File: src/hdl/asmt_pkg.sv
`default_nettype none
package asmt_pkg;
  // ==========================================================
  // timer durations, in seconds
  localparam int unsigned RESTART_ACK_S    = 100;
  localparam int unsigned PEER_RESTART_S   = 120;
  localparam int unsigned CTRL_LOSS_A_S    = 15;
  localparam int unsigned CTRL_LOSS_B_S    = 60;
  localparam int unsigned PSTN_LOSS_S      = 15;
  localparam int unsigned FORCED_RESTART_S = 20;
  localparam int unsigned MIN_STOP_S       = 95;
  localparam int unsigned IDENT_CHECK_S    = 15;
  // counters run in tenths of a second, so the longest load needs 11 bits
  localparam int unsigned TICKS_PER_S      = 10;
  localparam int unsigned CNT_W            = 11;
  // ==========================================================
  // clock and timer count
  localparam int unsigned CLK_HZ           = 250_000_000;
  localparam int unsigned TIMER_COUNT      = 8;
  // ==========================================================
  // timer indices
  localparam int unsigned T_RACK  = 0;
  localparam int unsigned T_PEER  = 1;
  localparam int unsigned T_CLA   = 2;
  localparam int unsigned T_CLB   = 3;
  localparam int unsigned T_PLOSS = 4;
  localparam int unsigned T_FRST  = 5;
  localparam int unsigned T_MSTOP = 6;
  localparam int unsigned T_IDENT = 7;
  // ==========================================================
  // system states
  typedef enum logic [3:0] {
    ASMT_STARTUP  = 4'h0,
    ASMT_WAIT_ID  = 4'h1,
    ASMT_IN_SERV  = 4'h2,
    ASMT_CREL1    = 4'h3,
    ASMT_CREL2    = 4'h4,
    ASMT_FORCE    = 4'h7,
    ASMT_DEACTIVE = 4'h8
  } asmt_sys_t;
  localparam logic [1:0] PORT_BLOCKED     = 2'h1;
  localparam logic [1:0] PORT_OPERATIONAL = 2'h2;
endpackage
`default_nettype wire

File: src/hdl/asmt_timer_if.sv
`default_nettype none
interface asmt_timer_if #(parameter int unsigned N = 8);
  logic [N-1:0] start;
  logic [N-1:0] stop;
  logic [N-1:0] running;
  logic [N-1:0] expired;
  logic         tick;
  modport ctrl (output start, output stop, input running, input expired, input tick);
  modport bank (input start, input stop, output running, output expired, output tick);
endinterface
`default_nettype wire

File: src/hdl/asmt_tick.sv
`default_nettype none
module asmt_tick #(
  parameter int unsigned DIV = 250_000_000
) (
  input  wire logic CLK,
  input  wire logic NRST,
  output logic      tick
);
  logic [31:0] cnt_r;
  // one tick every DIV clocks; a DIV of one gives a tick on every edge
  always_ff @(posedge CLK or negedge NRST) begin
    if (!NRST) begin
      cnt_r <= 32'h0;
      tick  <= 1'b0;
    end else if (cnt_r == DIV - 1) begin
      cnt_r <= 32'h0;
      tick  <= 1'b1;
    end else begin
      cnt_r <= cnt_r + 32'h1;
      tick  <= 1'b0;
    end
  end
endmodule
`default_nettype wire

File: src/hdl/asmt_timer_bank.sv
`default_nettype none
module asmt_timer_bank #(
  parameter int unsigned N = 8,
  parameter int unsigned W = 8,
  parameter logic [N*W-1:0] LOADS = '0
) (
  input  wire logic       CLK,
  input  wire logic       NRST,
  input  wire logic       tick,
  asmt_timer_if.bank      tif
);
  assign tif.tick = tick;
  // ==========================================================
  // one down counter per timer; start wins over stop and reloads
  for (genvar i = 0; i < N; i++) begin : g_tmr
    logic [W-1:0] cnt_r;
    logic         run_r;
    logic         exp_r;
    always_ff @(posedge CLK or negedge NRST) begin
      if (!NRST) begin
        cnt_r <= '0;
        run_r <= 1'b0;
        exp_r <= 1'b0;
      end else begin
        exp_r <= 1'b0;
        if (tif.start[i]) begin
          cnt_r <= LOADS[i*W +: W];
          run_r <= 1'b1;
        end else if (tif.stop[i]) begin
          run_r <= 1'b0;
        end else if (run_r && tick) begin
          if (cnt_r <= W'(1)) begin
            run_r <= 1'b0;
            exp_r <= 1'b1;
          end else begin
            cnt_r <= cnt_r - W'(1);
          end
        end
      end
    end
    assign tif.running[i] = run_r;
    assign tif.expired[i] = exp_r;
  end
endmodule
`default_nettype wire

File: src/hdl/asmt_top.sv
`default_nettype none
// Behaviour
// - every timer expires within five percent of its nominal value
// - restart requests to protocol machines start 100 s ack timer; expiry abandons
// - restart request to or from common control starts 2 min peer timer
// - control link release runs 15 s then 1 min then forced restart
// - phone link release starts 15 s timer; expiry blocks all phone ports
// - forced restart 20 s timer never stopped early; expiry starts system
// - minimum stop 95 s timer starts whenever stopped, always runs out
// - power up runs minimum stop timer before system start-up
// - layer 1 failure notice to both links on loss, internal failure, stop request
// - layer 1 deactivation starts minimum stop and enters forced restart
// - stop request: links down, stop traffic, block ports, minimum stop, force
// - forced restart or minimum stop expiry: start up if wanted, else deactive
// - identity request starts 15 s identity check timer in wait and service
// - first identity expiry resends the request and restarts timer
// - second expiry raises error, then repeats check or forces restart
// - identity response stops the identity check timer
// - port operational to blocked sends port blocked primitive
// - port entering operational sends port unblocked primitive
module asmt_top #(
  parameter int unsigned CLK_HZ = asmt_pkg::CLK_HZ,
  parameter int unsigned PORTS  = 4
) (
  input  wire logic               CLK,
  input  wire logic               NRST,
  input  wire logic               CTRL_LINK_RELEASED,
  input  wire logic               CTRL_LINK_UP_CONFIRM,
  input  wire logic               CTRL_LINK_UP_NOTICE,
  input  wire logic               PHONE_LINK_RELEASED,
  input  wire logic               PHONE_LINK_UP,
  input  wire logic               LAYER1_DEACTIVATED_IND,
  input  wire logic               INTERNAL_FAILURE,
  input  wire logic               STOP_REQ,
  input  wire logic               RESTART_WANTED,
  input  wire logic               IDENT_RETRY_PERIODIC,
  input  wire logic               PEER_RESTART_REQ,
  input  wire logic               LOCAL_RESTART_REQ,
  input  wire logic               PEER_RESTART_DONE,
  input  wire logic               PROTO_RESTART_ACK_ALL,
  input  wire logic               IDENT_RESP,
  input  wire logic [2*PORTS-1:0] PORT_STATE,
  output logic                    SYS_STARTUP,
  output logic                    CTRL_LINK_ESTABLISH_REQ,
  output logic                    LAYER1_FAILURE_NOTICE,
  output logic                    STOP_TRAFFIC,
  output logic                    BLOCK_ALL_PORTS,
  output logic                    BLOCK_PHONE_PORTS,
  output logic                    RESTART_REQ_TO_PROTO,
  output logic                    RESTART_REQ_TO_PEER,
  output logic                    RESTART_DONE_TO_PROTO,
  output logic                    RESTART_DONE_TO_PEER,
  output logic                    RESTART_ABANDON,
  output logic                    IDENT_REQ,
  output logic                    MGMT_ERROR,
  output logic [PORTS-1:0]        PORT_BLOCK_CMD,
  output logic [PORTS-1:0]        PORT_UNBLOCK_CMD,
  output logic [3:0]              SYS_STATE
);
  localparam int unsigned N = asmt_pkg::TIMER_COUNT;
  localparam int unsigned W = asmt_pkg::CNT_W;
  localparam int unsigned TPS = asmt_pkg::TICKS_PER_S;
  // tenth-second loads
  // a timer starts anywhere inside a tick period, so it may lose up to one tick;
  // a tenth of a second on the 15 s timers stays under one percent, where a
  // whole-second tick would lose almost seven
  localparam logic [N*W-1:0] LOADS = {
    W'(asmt_pkg::IDENT_CHECK_S * TPS),    W'(asmt_pkg::MIN_STOP_S * TPS),
    W'(asmt_pkg::FORCED_RESTART_S * TPS), W'(asmt_pkg::PSTN_LOSS_S * TPS),
    W'(asmt_pkg::CTRL_LOSS_B_S * TPS),    W'(asmt_pkg::CTRL_LOSS_A_S * TPS),
    W'(asmt_pkg::PEER_RESTART_S * TPS),   W'(asmt_pkg::RESTART_ACK_S * TPS)};

  asmt_timer_if #(.N(N)) tif ();
  logic tick;

  // ==========================================================
  // shared tick and timers
  // shared prescaled tick
  // CLK_HZ must be a multiple of TPS, or every tick period comes out short
  asmt_tick #(.DIV(CLK_HZ / TPS)) u_tick (
    .CLK  (CLK),
    .NRST (NRST),
    .tick (tick)
  );
  asmt_timer_bank #(.N(N), .W(W), .LOADS(LOADS)) u_bank (
    .CLK  (CLK),
    .NRST (NRST),
    .tick (tick),
    .tif  (tif)
  );

  asmt_pkg::asmt_sys_t sys_r;
  asmt_pkg::asmt_sys_t sys_nxt;
  logic [N-1:0] start_c;
  logic [N-1:0] stop_c;
  logic         rst_done_r;
  logic         ident_second_r;
  logic         rs_active_r;
  logic         peer_done_r;
  logic         proto_done_r;
  logic         ctrl_up;
  logic         stop_evt;
  logic         frst_or_mstop_exp;
  logic         startup_c;

  // a confirm and a notice both mean the control link is up
  assign ctrl_up  = CTRL_LINK_UP_CONFIRM | CTRL_LINK_UP_NOTICE;
  // persistent identity failure may force restart
  assign stop_evt = STOP_REQ | INTERNAL_FAILURE |
                    (tif.expired[asmt_pkg::T_IDENT] && ident_second_r &&
                     !IDENT_RETRY_PERIODIC);
  // while the forced-restart timer runs, a minimum-stop expiry is left to it
  assign frst_or_mstop_exp = tif.expired[asmt_pkg::T_FRST] |
                             (tif.expired[asmt_pkg::T_MSTOP] &&
                              !tif.running[asmt_pkg::T_FRST]);
  assign startup_c = (sys_r == asmt_pkg::ASMT_FORCE) && frst_or_mstop_exp &&
                     RESTART_WANTED;

  // ==========================================================
  // system state machine
  always_comb begin
    sys_nxt = sys_r;
    unique case (sys_r)
      asmt_pkg::ASMT_STARTUP:
        if (ctrl_up) sys_nxt = asmt_pkg::ASMT_WAIT_ID;
      asmt_pkg::ASMT_WAIT_ID:
        if (IDENT_RESP) sys_nxt = asmt_pkg::ASMT_IN_SERV;
      asmt_pkg::ASMT_IN_SERV:
        if (CTRL_LINK_RELEASED) sys_nxt = asmt_pkg::ASMT_CREL1;
      asmt_pkg::ASMT_CREL1:
        if (ctrl_up) sys_nxt = asmt_pkg::ASMT_IN_SERV;
        else if (tif.expired[asmt_pkg::T_CLA]) sys_nxt = asmt_pkg::ASMT_CREL2;
      asmt_pkg::ASMT_CREL2:
        if (ctrl_up) sys_nxt = asmt_pkg::ASMT_IN_SERV;
        else if (tif.expired[asmt_pkg::T_CLB]) sys_nxt = asmt_pkg::ASMT_FORCE;
      asmt_pkg::ASMT_FORCE:
        if (frst_or_mstop_exp)
          sys_nxt = RESTART_WANTED ? asmt_pkg::ASMT_STARTUP : asmt_pkg::ASMT_DEACTIVE;
      asmt_pkg::ASMT_DEACTIVE:
        if (RESTART_WANTED) sys_nxt = asmt_pkg::ASMT_STARTUP;
      default: sys_nxt = asmt_pkg::ASMT_FORCE;
    endcase
    if (LAYER1_DEACTIVATED_IND || stop_evt) sys_nxt = asmt_pkg::ASMT_FORCE;
  end

  always_ff @(posedge CLK or negedge NRST) begin
    if (!NRST) sys_r <= asmt_pkg::ASMT_FORCE;
    else       sys_r <= sys_nxt;
  end

  // ==========================================================
  // timer starts and stops
  always_comb begin
    start_c = '0;
    stop_c  = '0;
    // minimum stop start
    // rst_done_r is low only on the first edge after reset, so power up counts as a stop
    start_c[asmt_pkg::T_MSTOP] = !rst_done_r || LAYER1_DEACTIVATED_IND || stop_evt;
    start_c[asmt_pkg::T_CLA] = (sys_r == asmt_pkg::ASMT_IN_SERV) && CTRL_LINK_RELEASED;
    start_c[asmt_pkg::T_CLB] = (sys_r == asmt_pkg::ASMT_CREL1) &&
                               tif.expired[asmt_pkg::T_CLA] && !ctrl_up;
    stop_c[asmt_pkg::T_CLA]  = ctrl_up;
    stop_c[asmt_pkg::T_CLB]  = ctrl_up;
    start_c[asmt_pkg::T_FRST] = (sys_r == asmt_pkg::ASMT_CREL2) &&
                                tif.expired[asmt_pkg::T_CLB] && !ctrl_up;
    start_c[asmt_pkg::T_PLOSS] = PHONE_LINK_RELEASED && !tif.running[asmt_pkg::T_PLOSS];
    stop_c[asmt_pkg::T_PLOSS]  = PHONE_LINK_UP;
    start_c[asmt_pkg::T_RACK] = !rs_active_r && (PEER_RESTART_REQ || LOCAL_RESTART_REQ);
    start_c[asmt_pkg::T_PEER] = start_c[asmt_pkg::T_RACK];
    stop_c[asmt_pkg::T_RACK]  = PROTO_RESTART_ACK_ALL;
    stop_c[asmt_pkg::T_PEER]  = PEER_RESTART_DONE;
    start_c[asmt_pkg::T_IDENT] = IDENT_REQ;
    stop_c[asmt_pkg::T_IDENT]  = IDENT_RESP ||
                                 !(sys_r == asmt_pkg::ASMT_WAIT_ID ||
                                   sys_r == asmt_pkg::ASMT_IN_SERV);
  end
  assign tif.start = start_c;
  assign tif.stop  = stop_c;

  // ==========================================================
  // event outputs
  always_ff @(posedge CLK or negedge NRST) begin
    if (!NRST) begin
      rst_done_r              <= 1'b0;
      SYS_STARTUP             <= 1'b0;
      CTRL_LINK_ESTABLISH_REQ <= 1'b0;
      LAYER1_FAILURE_NOTICE   <= 1'b0;
      STOP_TRAFFIC            <= 1'b0;
      BLOCK_ALL_PORTS         <= 1'b0;
      BLOCK_PHONE_PORTS       <= 1'b0;
    end else begin
      rst_done_r              <= 1'b1;
      SYS_STARTUP             <= startup_c;
      CTRL_LINK_ESTABLISH_REQ <= startup_c;
      LAYER1_FAILURE_NOTICE   <= LAYER1_DEACTIVATED_IND | stop_evt;
      STOP_TRAFFIC            <= stop_evt;
      BLOCK_ALL_PORTS         <= stop_evt;
      BLOCK_PHONE_PORTS       <= tif.expired[asmt_pkg::T_PLOSS] | stop_evt;
    end
  end

  // identity check sequencing
  // ident_second_r flips on each expiry, so periodic retry resends on every expiry and raises error on every second one
  always_ff @(posedge CLK or negedge NRST) begin
    if (!NRST) begin
      IDENT_REQ      <= 1'b0;
      ident_second_r <= 1'b0;
      MGMT_ERROR     <= 1'b0;
    end else begin
      IDENT_REQ  <= (sys_r == asmt_pkg::ASMT_STARTUP && ctrl_up) ||
                    (tif.expired[asmt_pkg::T_IDENT] && (!ident_second_r ||
                     IDENT_RETRY_PERIODIC));
      MGMT_ERROR <= (tif.expired[asmt_pkg::T_IDENT] && ident_second_r) ||
                    (rs_active_r && (tif.expired[asmt_pkg::T_RACK] ||
                                     tif.expired[asmt_pkg::T_PEER]));
      if (IDENT_RESP || (sys_r == asmt_pkg::ASMT_STARTUP && ctrl_up))
        ident_second_r <= 1'b0;
      else if (tif.expired[asmt_pkg::T_IDENT])
        ident_second_r <= !ident_second_r;
    end
  end

  // ==========================================================
  // phone restart process
  always_ff @(posedge CLK or negedge NRST) begin
    if (!NRST) begin
      rs_active_r           <= 1'b0;
      peer_done_r           <= 1'b0;
      proto_done_r          <= 1'b0;
      RESTART_REQ_TO_PROTO  <= 1'b0;
      RESTART_REQ_TO_PEER   <= 1'b0;
      RESTART_DONE_TO_PROTO <= 1'b0;
      RESTART_DONE_TO_PEER  <= 1'b0;
      RESTART_ABANDON       <= 1'b0;
    end else begin
      RESTART_REQ_TO_PROTO  <= start_c[asmt_pkg::T_RACK];
      RESTART_REQ_TO_PEER   <= !rs_active_r && LOCAL_RESTART_REQ && !PEER_RESTART_REQ;
      RESTART_DONE_TO_PROTO <= 1'b0;
      RESTART_DONE_TO_PEER  <= 1'b0;
      RESTART_ABANDON       <= 1'b0;
      // a request that arrives while a restart runs is dropped, not queued
      if (start_c[asmt_pkg::T_RACK]) begin
        rs_active_r  <= 1'b1;
        peer_done_r  <= 1'b0;
        proto_done_r <= 1'b0;
      end else if (rs_active_r) begin
        // ack or expiry closes local side
        if ((PROTO_RESTART_ACK_ALL && tif.running[asmt_pkg::T_RACK]) ||
            tif.expired[asmt_pkg::T_RACK]) begin
          proto_done_r         <= 1'b1;
          RESTART_DONE_TO_PEER <= 1'b1;
          RESTART_ABANDON      <= tif.expired[asmt_pkg::T_RACK];
        end
        if (PEER_RESTART_DONE && tif.running[asmt_pkg::T_PEER])
          peer_done_r <= 1'b1;
        if (tif.expired[asmt_pkg::T_PEER] || (peer_done_r && proto_done_r)) begin
          rs_active_r           <= 1'b0;
          RESTART_DONE_TO_PROTO <= 1'b1;
          RESTART_ABANDON       <= tif.expired[asmt_pkg::T_PEER];
        end
      end
    end
  end

  // ==========================================================
  // port blocking alignment, one lane per port
  // prev_r resets to blocked, so a port already operational when reset ends
  // is sent one unblock; harmless, and it aligns the protocol side at start
  for (genvar p = 0; p < PORTS; p++) begin : g_port
    logic [1:0] prev_r;
    always_ff @(posedge CLK or negedge NRST) begin
      if (!NRST) begin
        prev_r              <= asmt_pkg::PORT_BLOCKED;
        PORT_BLOCK_CMD[p]   <= 1'b0;
        PORT_UNBLOCK_CMD[p] <= 1'b0;
      end else begin
        prev_r <= PORT_STATE[2*p +: 2];
        PORT_BLOCK_CMD[p] <= (prev_r == asmt_pkg::PORT_OPERATIONAL) &&
                             (PORT_STATE[2*p +: 2] == asmt_pkg::PORT_BLOCKED);
        PORT_UNBLOCK_CMD[p] <= (prev_r != asmt_pkg::PORT_OPERATIONAL) &&
                               (PORT_STATE[2*p +: 2] == asmt_pkg::PORT_OPERATIONAL);
      end
    end
  end

  assign SYS_STATE = sys_r;
endmodule
`default_nettype wire

File: config.mk
export PLATFORM = sky130hd
export DESIGN_NAME = asmt_top
export DESIGN_NICKNAME = d
export VERILOG_FILES = /design/src/hdl/asmt_pkg.sv /design/src/hdl/asmt_timer_if.sv /design/src/hdl/asmt_tick.sv /design/src/hdl/asmt_timer_bank.sv /design/src/hdl/asmt_top.sv
export SDC_FILE = /design/constraint.sdc
export NUM_CORES = 1
export LEC_CHECK = 0
export BUFFER_PORTS_ARGS = -buffer_cell sky130_fd_sc_hd__buf_2
export CELL_PAD_IN_SITES_DETAIL_PLACEMENT = 0
export CELL_PAD_IN_SITES_GLOBAL_PLACEMENT = 1
export CORE_MARGIN = 3
export CORE_UTILIZATION = 52
export DETAILED_ROUTE_END_ITERATION = 8
export PLACE_DENSITY_LB_ADDON = 0.1
export SYNTH_ARGS = -nofsm -noshare
export SYNTH_HDL_FRONTEND = slang
export SYNTH_HIERARCHICAL = 1
export SYNTH_SLANG_ARGS = --single-unit
File: constraint.sdc
create_clock -name CLK -period 4.5 [get_ports CLK]
set_input_delay 0.225 -clock CLK [delete_from_list [all_inputs] [get_ports CLK]]
set_output_delay 0.225 -clock CLK [all_outputs]
set_load 0.02 [all_outputs]
==> run metrics <==
outcome finished, final reports clean; Peak supply drop 291 uV; Gate power share 0.062; post-layout instance area 0.0101 mm^2; Slew @ Worst Pin about 970 ps; Post-DRT Antenna Nets 0; met2 wire length 9.14 mm; vias per cell roughly 5.9; largest fanout on the critical path 13; global-route usage over all layers 0.197; crit share post-route 0.584; vias post-DR 7038; Num CTS Buffers 17; Slew Viols, Final 0; RSZ-0062 raised after global routing no; register share of total power 0.496; Total Nets Final 1000; maximum capacitance violations 0; Initial Utilization 0.540; final setup fails 0; Port Buffers roughly 50; DRT Pass-1 Iters 5; first-pass GRT wire length 32.2 mm; Die H 138 um; placed cell area roughly 0.0094 mm^2; drt drc 0; final wirelength 18.5 mm; Die Wd 138 um; Fmax around 380 MHz; most used cell, CP or4_1; Setup crit end kind flop; relative slew slack 0.347; die area around 0.019 mm^2; internal cell power 0.00250 W; worst-skew pair later-pin latency roughly 420 ps; antenna violations before repair 0; CTS tree done; Slowest cell on crit path dfstp_2; worst hold-check path type input port to flop; post_cts resized 0; Lkg Pwr 4.25 nW; core area roughly 0.017 mm^2; Hold Fails Final Rpt 0; setup TNS 0 ps; crit path cell chain xnor2_1, or4_1, nand3b_1, or4_1, o311ai_0, o41ai_1; clock-pin slew on the worst setup and hold paths 70 ps; IO Pins 50; Rows 47; initial DRC count 447; startpoint types flop; layout cell share with drive strength beyond 1 0.149; Worst EP arrival 2920 ps; area delta synth->final 11.2%; dpl hpwl 12.6 mm; Net Sw Frac 0.238; vias in the first global route 7031; drt wl/cell 15.5 um; synthesized area 0.00909 mm^2; n_diodes 0; Yosys warning count 6; Switch Pwr 0.000783 W; Period minus WS final 2630 ps; wl on met1 8.56 mm; Req. time, crit path 4790 ps; Syn Inst Count 914; Setup Skew 11.1 ps; total grt overflow 0; Pwr Density roughly 330 mW/mm^2; Avg Cell Area, Syn 9.94 um^2; H-Tree Depth 4; largest net degree at the start of global routing 109; Clock power frac 0.442; Clock Tree Root clkbuf_16; kind of critical path flop to flop; Placer Congestion 0.851; met3 wire length 588 um; max layer used met4; clock sinks approximately 170; Clock Path Buffers 2; crit-path max cell delay about 670 ps
==> worst paths after layout <==
path	start	end	slack [ps]	cells after the start
hold reg to reg	u_bank/g_tmr[4].exp_r	BLOCK_PHONE_PORTS	440	1
min in group asynchronous	NRST	g_port[0].prev_r[1]	510	2
hold / removal	PHONE_LINK_UP	u_bank/g_tmr[4].exp_r	20	2
max in group asynchronous	NRST	SYS_STATE[1]	2950	3
setup reg to reg	SYS_STATE[0]	u_bank/g_tmr[7].cnt_r[5]	1870	6
setup / recovery	SYS_STATE[0]	u_bank/g_tmr[7].cnt_r[5]	1870	6
==> worst max-delay path, delay by kind of cell, from the launching register on <==
kind	cells	cell delay, ps
XOR/XNOR	1	80
AND/OR/NAND/NOR	3	1290
AO/OA/AOI/OAI	2	460
flip-flops	1	670
==> through the flow <==
step	util	cells	hold WS [ps]	power, W	worst slack [ps]
6_report	0.601	1191	20.0	0.00329	1870
5_1_grt	0.601	1191	11.9	0.00343	1660
4_1_cts	0.601	1191	0.627	0.00334	1890
3_5_place_dp	0.560	1149	349	0.00186	1910
3_3_place_gp	0.560	1149	346	0.00185	2000
2_1_floorplan	-	919	-70.6	0.00178	2070
==> power by group through the flow <==
stage | combinational (W) | sequential [W] | clock, W
finish | 0.000204 | 0.00163 | 0.00145
global route | 0.000230 | 0.00164 | 0.00157
CTS | 0.000210 | 0.00163 | 0.00150
detailed placement | 0.000202 | 0.00166 | 0
global placement | 0.000196 | 0.00166 | 0
floorplan | 0.000111 | 0.00167 | 0
==> repair_timing <==
| item | in CTS | in global routing |
|---|---|---|
| setup buffers | 0 | 0 |
| hold buffers | 10 | 0 |
| endpoints found under the hold margin | 83 | 0 |
==> routing by layer <==
layer,global-route usage,vias up
met1,0.255,3483
met2,0.334,109
met3,0.0435,21
met5,0,-
li1,-,3425
met4,0.0588,0
==> placed cells by master, fill, tap and decap left out, drive strengths merged, types with 29 or more instances in the layout <==
cell and count:
nand2 54, nor2b 38, nor3 36, dfrtp 166
buf 52, a21oi 44, inv 47, o21ai 33
or4 29, nor4 36, nor2 69
==> sequential cells by signal, summed over array words and instances (netlist names), 4 cells and up <==
signal and flops:
u_bank/g_tmr.cnt_r 88, g_port.prev_r 8, SYS_STATE 4, u_bank/g_tmr.exp_r 8, u_tick/cnt_r 32, u_bank/g_tmr.run_r 8, PORT_BLOCK_CMD 4, PORT_UNBLOCK_CMD 4
==> layout make-up <==
cell class,instances,area [um^2]
clock buffer,19,443
clock inverter,13,139
fill,1461,6720
inverter,44,165
multi-input combinational,660,4370
sequential,173,4340
tap,220,275
timing repair buffer,62,374
Note: power is estimated with default switching activity, not from simulation.
